File: config.mk
export PLATFORM = sky130hd
export DESIGN_NAME = bls_top
export DESIGN_NICKNAME = d
export VERILOG_FILES = /design/src/hdl/bls_pkg.sv /design/src/hdl/bls_skid_if.sv /design/src/hdl/bls_top.sv /design/src/hdl/bls_skid_buffer.sv
export SDC_FILE = /design/constraint.sdc
export NUM_CORES = 1
export LEC_CHECK = 0
export BUFFER_PORTS_ARGS = -buffer_cell sky130_fd_sc_hd__buf_2
export CAP_MARGIN = 10
export CORE_AREA = 2 2 201 164
export CTS_CLUSTER_SIZE = 40
export DETAILED_ROUTE_END_ITERATION = 8
export DIE_AREA = 0 0 203 166
export GPL_ROUTABILITY_DRIVEN = 0
export GPL_TIMING_DRIVEN = 0
export RECOVER_POWER = 25
export SKIP_CTS_REPAIR_TIMING = 1
export SYNTH_ARGS = -nofsm -noshare
export SYNTH_HDL_FRONTEND = slang
export SYNTH_HIERARCHICAL = 1
export SYNTH_SLANG_ARGS = --single-unit
File: constraint.sdc
create_clock -name clk -period 4.1 [get_ports clk]
set_input_delay 0.82 -clock clk [delete_from_list [all_inputs] [get_ports clk]]
set_output_delay 0.82 -clock clk [all_outputs]
set_load 0.05 [all_outputs]
File: src/hdl/bls_pkg.sv
package bls_pkg;
	// ------------------------------------------------------------
	// register map, byte offsets
	// ------------------------------------------------------------
	localparam logic [7:0] ADDR_GAIN_FIRST  = 8'h06;
	localparam logic [7:0] ADDR_GAIN_SECOND = 8'h07;
	localparam logic [7:0] ADDR_GAIN_THIRD  = 8'h08;
	localparam logic [7:0] ADDR_RED_OFS     = 8'h09;
	localparam logic [7:0] ADDR_GREEN_OFS   = 8'h0A;
	localparam logic [7:0] ADDR_BLUE_OFS    = 8'h0B;
	localparam logic [7:0] ADDR_DAC_LOW     = 8'h0C;
	localparam logic [7:0] ADDR_CONFIG      = 8'h05;
	localparam logic [7:0] ADDR_SERVO_CTRL  = 8'h17;
	localparam logic [7:0] ADDR_OUT_FMT     = 8'h18;
	localparam logic [7:0] ADDR_LINE_LEN_LO = 8'h01;
	localparam logic [7:0] ADDR_LINE_LEN_HI = 8'h02;
	localparam logic [7:0] ADDR_PHASE       = 8'h03;
	localparam logic [7:0] ADDR_DAC_RD_R    = 8'h20;
	localparam logic [7:0] ADDR_DAC_RD_G    = 8'h21;
	localparam logic [7:0] ADDR_DAC_RD_B    = 8'h22;
	localparam logic [7:0] ADDR_STATUS      = 8'h24;
	// ------------------------------------------------------------
	// fields and reset values
	// ------------------------------------------------------------
	localparam int          CFG_YUV_BIT     = 2;
	localparam int          FMT_422_BIT     = 4;
	localparam int          SERVO_OFF_BIT   = 0;
	localparam int          DAC_W           = 10;
	localparam int          PHASE_STEPS     = 64;
	localparam logic [7:0]  GAIN_RESET      = 8'h55;
	localparam logic [7:0]  OFS_NOMINAL     = 8'h80;
	localparam logic [7:0]  BLACK_MID       = 8'h80;
	localparam logic [7:0]  BLACK_ZERO      = 8'h00;
	localparam logic [9:0]  DAC_MID         = 10'h200;
	localparam logic [9:0]  DAC_MAX         = 10'h3FF;
	localparam logic [9:0]  DAC_MIN         = 10'h000;
	localparam logic [11:0] LINE_LEN_RESET  = 12'h0320;
	localparam logic [7:0]  READ_ZERO       = 8'h00;
	localparam int          OFS_SPAN        = 64;
	// ------------------------------------------------------------
	// timing
	// ------------------------------------------------------------
	localparam int SERVO_PERIOD_LINES = 16;
	localparam int BACK_PORCH_START   = 4;
	localparam int BACK_PORCH_LEN     = 8;
	typedef enum logic [1:0] {
		ST_SYNC  = 2'b00,
		ST_PORCH = 2'b01,
		ST_VIDEO = 2'b10
	} bls_line_type;
endpackage

File: src/hdl/bls_skid_if.sv
`timescale 1ns/1ps
interface bls_skid_if #(parameter int W = 24);
	logic         inValid;
	logic         inReady;
	logic [W-1:0] inData;
	logic         outValid;
	logic         outReady;
	logic [W-1:0] outData;
	modport src  (output inValid, output inData, input inReady, input outValid, input outData, output outReady);
	modport buff (input inValid, input inData, output inReady, output outValid, output outData, input outReady);
endinterface

File: src/hdl/bls_top.sv
// Chosen here: the plain strobed port.
`timescale 1ns/1ps
// Behaviour
// sampling phase chosen among 64 positions
// lock needs only pixels-per-line setting
// servo nulls each channel's black level
// one quarter-code step, slow rate
// converged codes hold while error zero
// user offset shifts black plus/minus 64; code applies the shift only with the servo on
// servo off: firmware DAC codes held
// gain never touches offset path
// three gain registers at 0x06-0x08
// nominal offset gives black 0x00/0x80
// no colour-space conversion performed
// config bit selects YUV mid-scale black
// 4:4:4 maps Y green, U blue, V red
// 4:2:2 blue low, red alternates U/V
// alternation restarts after each sync
// DAC code saturates, never wraps
module bls_top
	import bls_pkg::*;
#(
	parameter int LINE_W = 12
) (
	input  wire logic              clk,
	input  wire logic              nrst,
	input  wire logic [7:0]        regAddr,
	input  wire logic [7:0]        regWrData,
	input  wire logic              regWr,
	input  wire logic              regRd,
	output logic [7:0]             regRdData,
	input  wire logic              pixClk,
	input  wire logic              hsync,
	input  wire logic [9:0]        adcRed,
	input  wire logic [9:0]        adcGreen,
	input  wire logic [9:0]        adcBlue,
	output logic [9:0]             dacRed,
	output logic [9:0]             dacGreen,
	output logic [9:0]             dacBlue,
	output logic [7:0]             gainRed,
	output logic [7:0]             gainGreen,
	output logic [7:0]             gainBlue,
	output logic [5:0]             samplePhase,
	output logic [LINE_W-1:0]      lineLength,
	output logic [7:0]             outRed,
	output logic [7:0]             outGreen,
	output logic [7:0]             outBlue,
	output logic                   outValid,
	input  wire logic              outReady
);
	import bls_pkg::*;
	if (LINE_W < 12) begin
		$error("line width too small");
	end
	if (SERVO_PERIOD_LINES > 32) begin
		$error("servo pace does not fit its line divider");
	end
	// ------------------------------------------------------------
	// input synchronisers
	// ------------------------------------------------------------
	logic [1:0] pixSync_reg;
	logic [1:0] hsSync_reg;
	logic       pixPrev_reg;
	logic       hsPrev_reg;
	logic       pixEdge;
	logic       hsFall;
	logic [9:0] adcMeta_reg [3];
	logic [9:0] adcSafe_reg [3];
	// two-flop sync of link clock and sync
	always_ff @(posedge clk) begin
		if (!nrst) begin
			pixSync_reg <= '0;
			hsSync_reg  <= '0;
			pixPrev_reg <= 1'b0;
			hsPrev_reg  <= 1'b0;
		end else begin
			pixSync_reg <= {pixSync_reg[0], pixClk};
			hsSync_reg  <= {hsSync_reg[0], hsync};
			pixPrev_reg <= pixSync_reg[1];
			if (pixEdge) hsPrev_reg <= hsSync_reg[1]; // sync level at the last pixel
		end
	end
	// two-flop sync of the sample words; they settle long before a pixel edge
	always_ff @(posedge clk) begin
		if (!nrst) begin
			for (int i = 0; i < 3; i++) begin
				adcMeta_reg[i] <= '0;
				adcSafe_reg[i] <= '0;
			end
		end else begin
			adcMeta_reg[0] <= adcRed;
			adcMeta_reg[1] <= adcGreen;
			adcMeta_reg[2] <= adcBlue;
			for (int i = 0; i < 3; i++) adcSafe_reg[i] <= adcMeta_reg[i];
		end
	end
	// one-cycle pulses: link clock rise, sync trailing edge seen at a pixel
	assign pixEdge = pixSync_reg[1] && !pixPrev_reg;
	assign hsFall  = pixEdge && !hsSync_reg[1] && hsPrev_reg; // sync trailing edge
	// ------------------------------------------------------------
	// register file
	// ------------------------------------------------------------
	logic [7:0]  gain_reg [3];
	logic [7:0]  userOfs_reg [3];
	logic [9:0]  manDac_reg [3];
	logic [1:0]  dacLow_reg [3];
	logic        yuv_reg;
	logic        fmt422_reg;
	logic        servoOff_reg;
	logic [11:0] lineLen_reg;
	logic [5:0]  phase_reg;
	logic [9:0]  dac_reg [3];
	logic        locked_reg;
	// software writes
	always_ff @(posedge clk) begin
		if (!nrst) begin
			for (int i = 0; i < 3; i++) begin
				gain_reg[i]    <= GAIN_RESET;
				userOfs_reg[i] <= OFS_NOMINAL;
				dacLow_reg[i]  <= '0;
			end
			yuv_reg      <= 1'b0;
			fmt422_reg   <= 1'b0;
			servoOff_reg <= 1'b0;
			lineLen_reg  <= LINE_LEN_RESET;
			phase_reg    <= '0;
		end else if (regWr) begin
			case (regAddr)
				ADDR_GAIN_FIRST:  gain_reg[0] <= regWrData;
				ADDR_GAIN_SECOND: gain_reg[1] <= regWrData;
				ADDR_GAIN_THIRD:  gain_reg[2] <= regWrData;
				ADDR_RED_OFS:     userOfs_reg[0] <= regWrData;
				ADDR_GREEN_OFS:   userOfs_reg[1] <= regWrData;
				ADDR_BLUE_OFS:    userOfs_reg[2] <= regWrData;
				ADDR_DAC_LOW: begin
					dacLow_reg[0] <= regWrData[7:6];
					dacLow_reg[1] <= regWrData[5:4];
					dacLow_reg[2] <= regWrData[3:2];
				end
				ADDR_CONFIG:      yuv_reg <= regWrData[CFG_YUV_BIT];
				ADDR_OUT_FMT:     fmt422_reg <= regWrData[FMT_422_BIT];
				ADDR_SERVO_CTRL:  servoOff_reg <= regWrData[SERVO_OFF_BIT];
				ADDR_LINE_LEN_LO: lineLen_reg[7:0] <= regWrData;
				ADDR_LINE_LEN_HI: lineLen_reg[11:8] <= regWrData[3:0];
				ADDR_PHASE:       phase_reg <= regWrData[5:0];
				default: ;
			endcase
		end
	end
	// manual DAC code: offset byte high, low pair from shared register
	always_comb begin
		for (int i = 0; i < 3; i++) begin
			manDac_reg[i] = {userOfs_reg[i], dacLow_reg[i]};
		end
	end
	// read data, one cycle after strobe
	always_ff @(posedge clk) begin
		if (!nrst) begin
			regRdData <= READ_ZERO;
		end else if (regRd) begin
			case (regAddr)
				ADDR_GAIN_FIRST:  regRdData <= gain_reg[0];
				ADDR_GAIN_SECOND: regRdData <= gain_reg[1];
				ADDR_GAIN_THIRD:  regRdData <= gain_reg[2];
				ADDR_RED_OFS:     regRdData <= userOfs_reg[0];
				ADDR_GREEN_OFS:   regRdData <= userOfs_reg[1];
				ADDR_BLUE_OFS:    regRdData <= userOfs_reg[2];
				ADDR_DAC_LOW:     regRdData <= {dacLow_reg[0], dacLow_reg[1], dacLow_reg[2], 2'b00};
				ADDR_CONFIG:      regRdData <= 8'(yuv_reg) << CFG_YUV_BIT;
				ADDR_OUT_FMT:     regRdData <= 8'(fmt422_reg) << FMT_422_BIT;
				ADDR_SERVO_CTRL:  regRdData <= 8'(servoOff_reg) << SERVO_OFF_BIT;
				ADDR_LINE_LEN_LO: regRdData <= lineLen_reg[7:0];
				ADDR_LINE_LEN_HI: regRdData <= {4'h0, lineLen_reg[11:8]};
				ADDR_PHASE:       regRdData <= {2'b00, phase_reg};
				ADDR_DAC_RD_R:    regRdData <= dac_reg[0][9:2];
				ADDR_DAC_RD_G:    regRdData <= dac_reg[1][9:2];
				ADDR_DAC_RD_B:    regRdData <= dac_reg[2][9:2];
				ADDR_STATUS:      regRdData <= {7'h00, locked_reg};
				default:          regRdData <= READ_ZERO;
			endcase
		end else begin
			regRdData <= READ_ZERO;
		end
	end
	// ------------------------------------------------------------
	// line timing on pixel edges
	// ------------------------------------------------------------
	logic [11:0]  pixCnt_reg;
	bls_line_type line_reg;
	logic [4:0]   lineDiv_reg;
	logic         servoTick;
	logic         porch;
	// pixel counter and line phase
	always_ff @(posedge clk) begin
		if (!nrst) begin
			pixCnt_reg  <= '0;
			line_reg    <= ST_SYNC;
			lineDiv_reg <= '0;
			locked_reg  <= 1'b0;
		end else if (hsFall) begin
			locked_reg  <= ((pixCnt_reg + 1'b1) == lineLen_reg); // edges since last sync
			pixCnt_reg  <= '0;
			line_reg    <= ST_PORCH;
			lineDiv_reg <= (lineDiv_reg == 5'(SERVO_PERIOD_LINES - 1)) ? '0 : lineDiv_reg + 1'b1;
		end else if (pixEdge) begin
			pixCnt_reg <= pixCnt_reg + 1'b1;
			case (line_reg)
				ST_PORCH: begin
					if (pixCnt_reg == 12'(BACK_PORCH_START + BACK_PORCH_LEN)) line_reg <= ST_VIDEO;
				end
				ST_VIDEO: begin
					if (hsSync_reg[1] || pixCnt_reg == lineLen_reg) line_reg <= ST_SYNC;
				end
				ST_SYNC: ;
				default: line_reg <= ST_SYNC;
			endcase
		end
	end
	// porch window and servo pace
	assign porch     = line_reg == ST_PORCH && pixCnt_reg >= 12'(BACK_PORCH_START);
	assign servoTick = hsFall && lineDiv_reg == '0; // one step per many lines
	// ------------------------------------------------------------
	// black-level servo
	// ------------------------------------------------------------
	logic [9:0] adc [3];
	logic [9:0] target [3];
	logic [1:0] errSign_reg [3];
	assign adc[0] = adcSafe_reg[0];
	assign adc[1] = adcSafe_reg[1];
	assign adc[2] = adcSafe_reg[2];
	// black target: mid-scale on the colour-difference channels in YUV
	always_comb begin
		for (int i = 0; i < 3; i++) begin
			if (yuv_reg && i != 1) target[i] = {BLACK_MID, 2'b00};
			else target[i] = {BLACK_ZERO, 2'b00};
		end
	end
	// sample black error in back porch; adc in quarter codes
	always_ff @(posedge clk) begin
		if (!nrst) begin
			for (int i = 0; i < 3; i++) errSign_reg[i] <= 2'b00;
		end else if (pixEdge && porch) begin
			for (int i = 0; i < 3; i++) begin
				if (adc[i] > target[i]) errSign_reg[i] <= 2'b01; // above target
				else if (adc[i] < target[i]) errSign_reg[i] <= 2'b10; // below target
				else errSign_reg[i] <= 2'b00; // at target
			end
		end
	end
	// DAC step, saturating; gain never enters here
	always_ff @(posedge clk) begin
		if (!nrst) begin
			for (int i = 0; i < 3; i++) dac_reg[i] <= DAC_MID;
		end else begin
			for (int i = 0; i < 3; i++) begin
				if (servoOff_reg) begin
					dac_reg[i] <= manDac_reg[i];
				end else if (servoTick && errSign_reg[i] == 2'b01) begin
					if (dac_reg[i] != DAC_MIN) dac_reg[i] <= dac_reg[i] - 1'b1;
				end else if (servoTick && errSign_reg[i] == 2'b10) begin
					if (dac_reg[i] != DAC_MAX) dac_reg[i] <= dac_reg[i] + 1'b1;
				end
			end
		end
	end
	// dac, gain, phase and length outputs
	assign dacRed      = dac_reg[0];
	assign dacGreen    = dac_reg[1];
	assign dacBlue     = dac_reg[2];
	assign gainRed     = gain_reg[0]; // separate path
	assign gainGreen   = gain_reg[1];
	assign gainBlue    = gain_reg[2];
	assign samplePhase = phase_reg;
	assign lineLength  = LINE_W'(lineLen_reg);
	// ------------------------------------------------------------
	// digital offset and output format
	// ------------------------------------------------------------
	logic [7:0] pix [3];
	logic       cbPhase_reg;
	// user offset adder, limited to its span, clamp to 8 bits
	always_comb begin
		for (int i = 0; i < 3; i++) begin
			logic signed [11:0] d;
			logic signed [11:0] v;
			d = 12'(userOfs_reg[i]) - 12'(OFS_NOMINAL);
			if (d > 12'(OFS_SPAN)) d = 12'(OFS_SPAN); // span limit
			else if (d < -12'(OFS_SPAN)) d = -12'(OFS_SPAN);
			v = 12'(adc[i][9:2]) + d;
			if (servoOff_reg) v = 12'(adc[i][9:2]); // adder only with servo on
			if (v < 0) pix[i] = 8'h00;
			else if (v > 12'sd255) pix[i] = 8'hFF;
			else pix[i] = v[7:0];
		end
	end
	// 4:2:2 chroma phase, reset each line
	always_ff @(posedge clk) begin
		if (!nrst) cbPhase_reg <= 1'b1;
		else if (hsFall) cbPhase_reg <= 1'b1;
		else if (pixEdge && line_reg == ST_VIDEO) cbPhase_reg <= !cbPhase_reg;
	end
	// ------------------------------------------------------------
	// pixel buffer
	// ------------------------------------------------------------
	// word packing per output format
	bls_skid_if #(.W(24)) skid ();
	logic [23:0] word;
	always_comb begin
		if (yuv_reg && fmt422_reg) begin
			word = {cbPhase_reg ? pix[2] : pix[0], pix[1], 8'h00};
		end else begin
			word = {pix[0], pix[1], pix[2]};
		end
	end
	// one word per active pixel; a full buffer drops it
	assign skid.inValid  = pixEdge && line_reg == ST_VIDEO;
	assign skid.inData   = word;
	assign skid.outReady = outReady;
	bls_skid_buffer #(.W(24), .DEPTH(2)) u_buf (
		.clk  (clk),
		.nrst (nrst),
		.port (skid.buff)
	);
	// ------------------------------------------------------------
	// registered pixel port
	// ------------------------------------------------------------
	// head of buffer, one cycle late
	always_ff @(posedge clk) begin
		if (!nrst) begin
			outRed   <= '0;
			outGreen <= '0;
			outBlue  <= '0;
		end else begin
			outRed   <= skid.outData[23:16];
			outGreen <= skid.outData[15:8];
			outBlue  <= skid.outData[7:0];
		end
	end
	assign outValid = skid.outValid;
endmodule

File: src/hdl/bls_skid_buffer.sv
`timescale 1ns/1ps
module bls_skid_buffer #(
	parameter int W     = 24,
	parameter int DEPTH = 2
) (
	input wire logic clk,
	input wire logic nrst,
	bls_skid_if.buff port
);
	localparam int AW = $clog2(DEPTH);
	if (DEPTH != 2) begin
		$error("depth must be 2");
	end
	logic [W-1:0]  mem_reg [DEPTH];
	logic [AW-1:0] wrPtr_reg;
	logic [AW-1:0] rdPtr_reg;
	logic [AW:0]   count_reg;
	logic          push;
	logic          pop;
	// handshake terms
	assign port.inReady  = count_reg < (AW+1)'(DEPTH);
	assign port.outValid = count_reg != '0;
	assign port.outData  = mem_reg[rdPtr_reg];
	assign push          = port.inValid && port.inReady;
	assign pop           = port.outValid && port.outReady;
	// storage
	always_ff @(posedge clk) begin
		if (push) begin
			mem_reg[wrPtr_reg] <= port.inData;
		end
	end
	// pointers and fill count
	always_ff @(posedge clk) begin
		if (!nrst) begin
			wrPtr_reg <= '0;
			rdPtr_reg <= '0;
			count_reg <= '0;
		end else begin
			if (push) wrPtr_reg <= wrPtr_reg + 1'b1;
			if (pop) rdPtr_reg <= rdPtr_reg + 1'b1;
			count_reg <= count_reg + (AW+1)'(push) - (AW+1)'(pop);
		end
	end
endmodule

# Word-level counts from Yosys, hierarchy flattened
# Memory sizes are Yosys's and may differ from the RTL's. A register that Yosys moved wholly into a read port is not among the register bits.
# Cells that the tools add are included.
# Widths: inputs -> output; s select.
[classes] add_sub_neg=18 n_reduce_logical=38 mux=168 n_eq_ne=37 n_bitwise=35 magnitude_cmp=20
[op_table] cell="$mux 10" n=16
[op_table] cell="$pmux 8 s17" n=1
[op_table] cell="$mux 1" n=112
[op_table] cell="$mux 12" n=9
[op_table] cell="$mux 8" n=13
[op_table] cell="$eq 8x4->1 const B" n=5
[op_table] cell="$add 8x12->12" n=3
[op_table] cell="$gt 12x9->1 const B" n=3
[op_table] cell="$lt 12x1->1 const B" n=3
[op_table] cell="$or 1x1->1" n=33
[op_table] cell="$eq 8x6->1 const B" n=4
[op_table] cell="$add 10x1->10 const B" n=3
[op_table] cell="$ne 10x10->1 const B" n=3
[op_table] cell="$reduce_bool 10->1" n=3
[op_table] cell="$sub 10x1->10 const B" n=3
[op_table] cell="$mux 2" n=14
[op_table] cell="$gt 9x8->1 const B" n=3
[op_table] cell="$lt 9x7->1 const B" n=3
[op_table] cell="$sub 8x8->9 const B" n=3
[op_table] cell="$eq 12x12->1" n=2
[op_table] cell="$eq 8x3->1 const B" n=3
[op_table] cell="$mux 24" n=1
[op_table] cell="$gt 10x10->1" n=2
[op_table] cell="$lt 10x10->1" n=2
[op_table] cell="other kinds (30)" n=69
[word_totals] mem_count=8 inputBits=53 ramBits=198 elab_cells=344 out_inout_bits=105 ff_bits=60
[memory_table] name="u_buf.mem_reg" words=2 word_bits=24 read_ports=1 rd_ports_with_merged_regs=1 write_ports=1 line_no="bls_skid_buffer.sv:14" text="logic [W-1:0] mem_reg [DEPTH];"
[memory_table] name="adcMeta_reg" words=3 word_bits=10 read_ports=3 rd_ports_with_merged_regs=0 write_ports=3 line_no="bls_top.sv:67" text="logic [9:0] adcMeta_reg [3];"
[memory_table] name="adcSafe_reg" words=3 word_bits=10 read_ports=3 rd_ports_with_merged_regs=0 write_ports=3 line_no="bls_top.sv:68" text="logic [9:0] adcSafe_reg [3];"
[memory_table] name="dac_reg" words=3 word_bits=10 read_ports=3 rd_ports_with_merged_regs=0 write_ports=3 line_no="bls_top.sv:112" text="logic [9:0] dac_reg [3];"
[memory_table] name="gain_reg" words=3 word_bits=8 read_ports=3 rd_ports_with_merged_regs=0 write_ports=3 line_no="bls_top.sv:103" text="logic [7:0] gain_reg [3];"
[memory_table] name="userOfs_reg" words=3 word_bits=8 read_ports=3 rd_ports_with_merged_regs=0 write_ports=3 line_no="bls_top.sv:104" text="logic [7:0] userOfs_reg [3];"
[memory_table] name="+2 memories"

# Logic depth before layout (Yosys ltp)
[depth] ltp_word=12 ltp_mapped=12 ltp_nobuf=12

# Modules after synthesis
# Netlist, hierarchy kept.
[by_module_without_submodules] mod="bls_top" n_inst=1 area_each_um2=12110.4 seq_area_each_um2=5465.2 cells_per_inst=1275
[by_module_without_submodules] mod="bls_skid_buffer" n_inst=1 area_each_um2=1988.2 seq_area_each_um2=1541.5 cells_per_inst=102

# Least setup slack after synthesis
# OpenSTA, ideal clock, no wires.
[synth_timing] path_type="input to register" start="input nrst" end="memory dac_reg[2][9], data pin" arrival_ns=3.280 setup_ns=0.269 required_ns=3.831 n_path_buf=1 path_slack_ns=0.552 path_stages=12 cell_sequence="buf_2 > nor2b_1 > nand4b_1 > nor3_1 > nand2_1 > ha_1 > a211oi_1 > o21bai_1 > or4_1 > a221oi_1 > xnor2_1 > mux2i_1"
[synth_lines] element="from (decl)" line_no="bls_top.sv:26" text="input wire logic nrst,"
[synth_lines] element="to (decl)" line_no="bls_top.sv:112"

==> reports/metrics.cfg <==
[run_status]
status = finished clean

[placement]
port-buffer-count = 154
hpwl_mm = 32.25
dpl_cell_area_um2 = 15440
dp_cells = 1962
pre_cts_ws_ps = -496.6

[power]
combPwrFrac_pct = 9.5
seq_power_share_pct = 47.5
power.density_nw_per_um2 = 401.9
cellLeakagePower_nw = 6.094
swShare_pct = 24.82
intPower_mw = 4.949
switchingPower_mw = 1.634
clkPwrFrac_pct = 43.1
ir_worst_vdd_uv = 413.3

[global_routing]
grt_start_max_net_pins = 25
gr-total-overflow = 0
grt_pass1_wl_mm = 64.52
grt_use_total_pct = 25.11
grt_pass1_vias = 10570
grt_antenna_before_repair = 0

[setup_path]
cp.required_ps = 4400
endpoint_kind = flip-flop
crit_buf_inv = 2
critPathLaunchType = input port
path_max_fanout = 10
cp.depth = 13
ff2ff_setup_slack_ps = 420
reg2regPathDepth = 12
cpMostUsedCell = buf_2
reg2reg_to = dac_reg[2][9]$_DFFE_PP_
cp_slowest_stage_delay_ps = 450
critPathArrivalTime_ps = 4010
cpMaxStageDelayCell = or4_1
r2r_start = pixPrev_reg$_SDFF_PN0_
crit_chain = buf_2 > buf_2 > nor2b_2 > nand4b_1 > nor3_2 > nand2_2 > ha_1 > a211oi_1 > o21bai_1 > or4_1 > a221oi_1 > xnor2_1 > mux2i_1
crit_family = simple AND/OR/NAND/NOR gates
critPathKind = input port to flip-flop

[timing]
setup_ws_ps = 394.6
setup_viol = 0
rsz0062_at_grt = no
tightest_slew_ps = 1193
fin_skew_ps = 19.33
period_needed_ps = 3705
hold_viol = 0
max_freq_mhz = 269.9
slew_headroom_pct = 19.60
maxSlewViolCount = 0
finalCritPeriodShare_pct = 90.38

[run]
max-cap-violations = 0

[synth]
ys_seq_elements = 282
ys_seq_area_share_pct = 49.70
synth_area_um2 = 14100
synth_nets = 1479
synth_flop_cell = dfxtp_1
syn-instance-count = 1377
async_flop_share_pct = 0
ys_types = 85
yosys_warnings = 6
synth.avg_cell_area_um2 = 10.24
synth_edf_count = 136

[detailed_routing]
routedWlPerCell_um = 21.19
initialDrtViolationCount = 1362
wl_mm = 42.78
antenna_left = 0
dr.pass1.iters = 5
vias = 11420
drc_errors = 0
vias_per_cell = 5.658

[clock_network]
cts-root-buf = clkbuf_16
clock-sinks = 282
cts_tree = yes
clkTransAtPathRegs_ps = 60
cts_buffers = 30
clk_path_buf_depth = 3
insertion_delay_ps = 580
cts_max_level = 1

[floorplanning]
ioPinCount = 158
start_util_pct = 44.31
row_count = 59
die_h_um = 166
die_x_um = 203
core_um2 = 31820
dieArea_um2 = 33700

[final_layout]
finalNetCount = 1669
stdcell_count = 2019
largest_reg_flops = 48
drive_gt1_share_pct = 11.19
fin_area_um2 = 16380
n_fill_cell = 3002
final_cell_mix = clkbuf_1 (146), dfxtp_1 (146), edfxtp_1 (136)
finalCoreUtilization_pct = 51.48
area_delta_synth_final_pct = 16.18

[min_path]
min_to = adcSafe_reg[0][11]$_SDFF_PN0_
hp-class = flip-flop to flip-flop
hp-start = adcMeta_reg[0][11]$_SDFF_PN0_
min_path_cells = 1

[Yosys cell counts, drive strengths merged, types with 4 or more instances]
cell type / n / area (um2)
dfxtp: 146 / 2923
nand3: 41 / 205.2
nor2b: 37 / 231.5
o211ai: 10 / 75.07
edfxtp: 136 / 4084
a21o: 10 / 75.07
o22ai: 7 / 43.79
and3: 15 / 95.09
a31oi: 19 / 118.9
or3: 8 / 55.05
o21bai: 6 / 45.04
or2: 5 / 31.28
a222oi: 4 / 40.04
clkbuf: 48 / 181.4
buf: 15 / 85.08
mux2: 28 / 315.3
a21boi: 8 / 63.81
nor2: 83 / 311.6
a22o: 4 / 35.03
a22oi: 13 / 102.6
o21a: 9 / 67.56
a211oi: 16 / 120.1
nand2b: 20 / 125.1
nor4b: 4 / 41.29
nor3: 38 / 206.5
a21oi: 68 / 340.3
and2: 136 / 852.1
a221oi: 8 / 70.07
mux2i: 46 / 460.4
xnor2: 31 / 271.5
ha: 45 / 563.0
or4: 4 / 30.03
o21ai: 58 / 290.3
o32ai: 8 / 70.07
nand4: 12 / 75.07
nor4: 20 / 155.2
inv: 28 / 105.1
nand2: 106 / 400.4
o31ai: 4 / 30.03
fa: 4 / 80.08
xor2: 33 / 289.0
[metrics by stage]
stage	setup TNS, ps	hold WS, ps	power, mW
floorplan	0	411.9	3.571
global placement	-6653	420.4	3.796
detailed placement	-891.7	419.9	3.801
CTS	-347.9	432.8	6.637
global route	0	446.7	6.821
finish	0	433.7	6.584
[layout make-up]
type | instances | area (um2) | area share (%)
Sequential cell | 282 | 7007 | 42.78
Clock inverter | 14 | 175.2 | 1.069
Clock buffer | 42 | 859.6 | 5.248
Buffer | 63 | 261.5 | 1.597
Antenna cell | 1 | 2.502 | 0.01528
Inverter | 28 | 105.1 | 0.6417
Tap cell | 427 | 534.3 | 3.262
Multi-Input combinational cell | 1004 | 6744 | 41.17
Timing Repair Buffer | 158 | 690.7 | 4.217
[per-layer routing]
metal	GRT usage [%]	up-vias	wire, um
li1	-	5381	-
met5	0	-	0
met2	35.36	529	17320
met3	5.534	69	4214
met4	5.808	0	950
met1	38.91	5444	20290
[worst max path at each step]
| stage | from | endpoint | slack, ps |
|---|---|---|---|
| finish | nrst | dac_reg[2][9]$_DFFE_PP_ | 390 |
| global route | nrst | dac_reg[2][9]$_DFFE_PP_ | 120 |
| CTS | pixPrev_reg$_SDFF_PN0_ | dac_reg[2][9]$_DFFE_PP_ | -320 |
| detailed placement | nrst | dac_reg[2][9]$_DFFE_PP_ | -500 |
| global placement | nrst | dac_reg[2][9]$_DFFE_PP_ | -470 |
| floorplan | nrst | dac_reg[2][9]$_DFFE_PP_ | 550 |
[power groups by stage]
stage                     clock [mW]  sequential [mW]  combinational [mW]
after global routing            3.01             3.13               0.680
after CTS                       2.89             3.12               0.625
after global placement             0             3.18               0.616
after floorplan                    0             3.24               0.331
final                           2.84             3.12               0.624
after detailed placement           0             3.18               0.622
[logic make-up (layout without fill, tap and decap cells)]
group | after synthesis | in the layout | share of synthesized area (%)
AND/OR/NAND/NOR | 544 | 544 | 20.96
adder cells (fa/ha/maj) | 49 | 49 | 4.562
multiplexers | 74 | 74 | 5.502
buffers and inverters | 91 | 305 | 2.636
AO/OA/AOI/OAI | 273 | 273 | 12.66
other | 0 | 1 | 0
XOR/XNOR | 64 | 64 | 3.976
flip-flops | 282 | 282 | 49.70
[worst reg2reg max path: cells and delay by family (launching register included)]
family / cells / cell delay, ps
adders and majority gates: 1 / 350
DFF: 1 / 320
xor gates and xnor gates: 1 / 160
muxes: 1 / 90
and+or+nand+nor: 6 / 1810
AOI/OAI and AO/OA: 3 / 690
No activity file was read; power rests on OpenSTA's default activity.
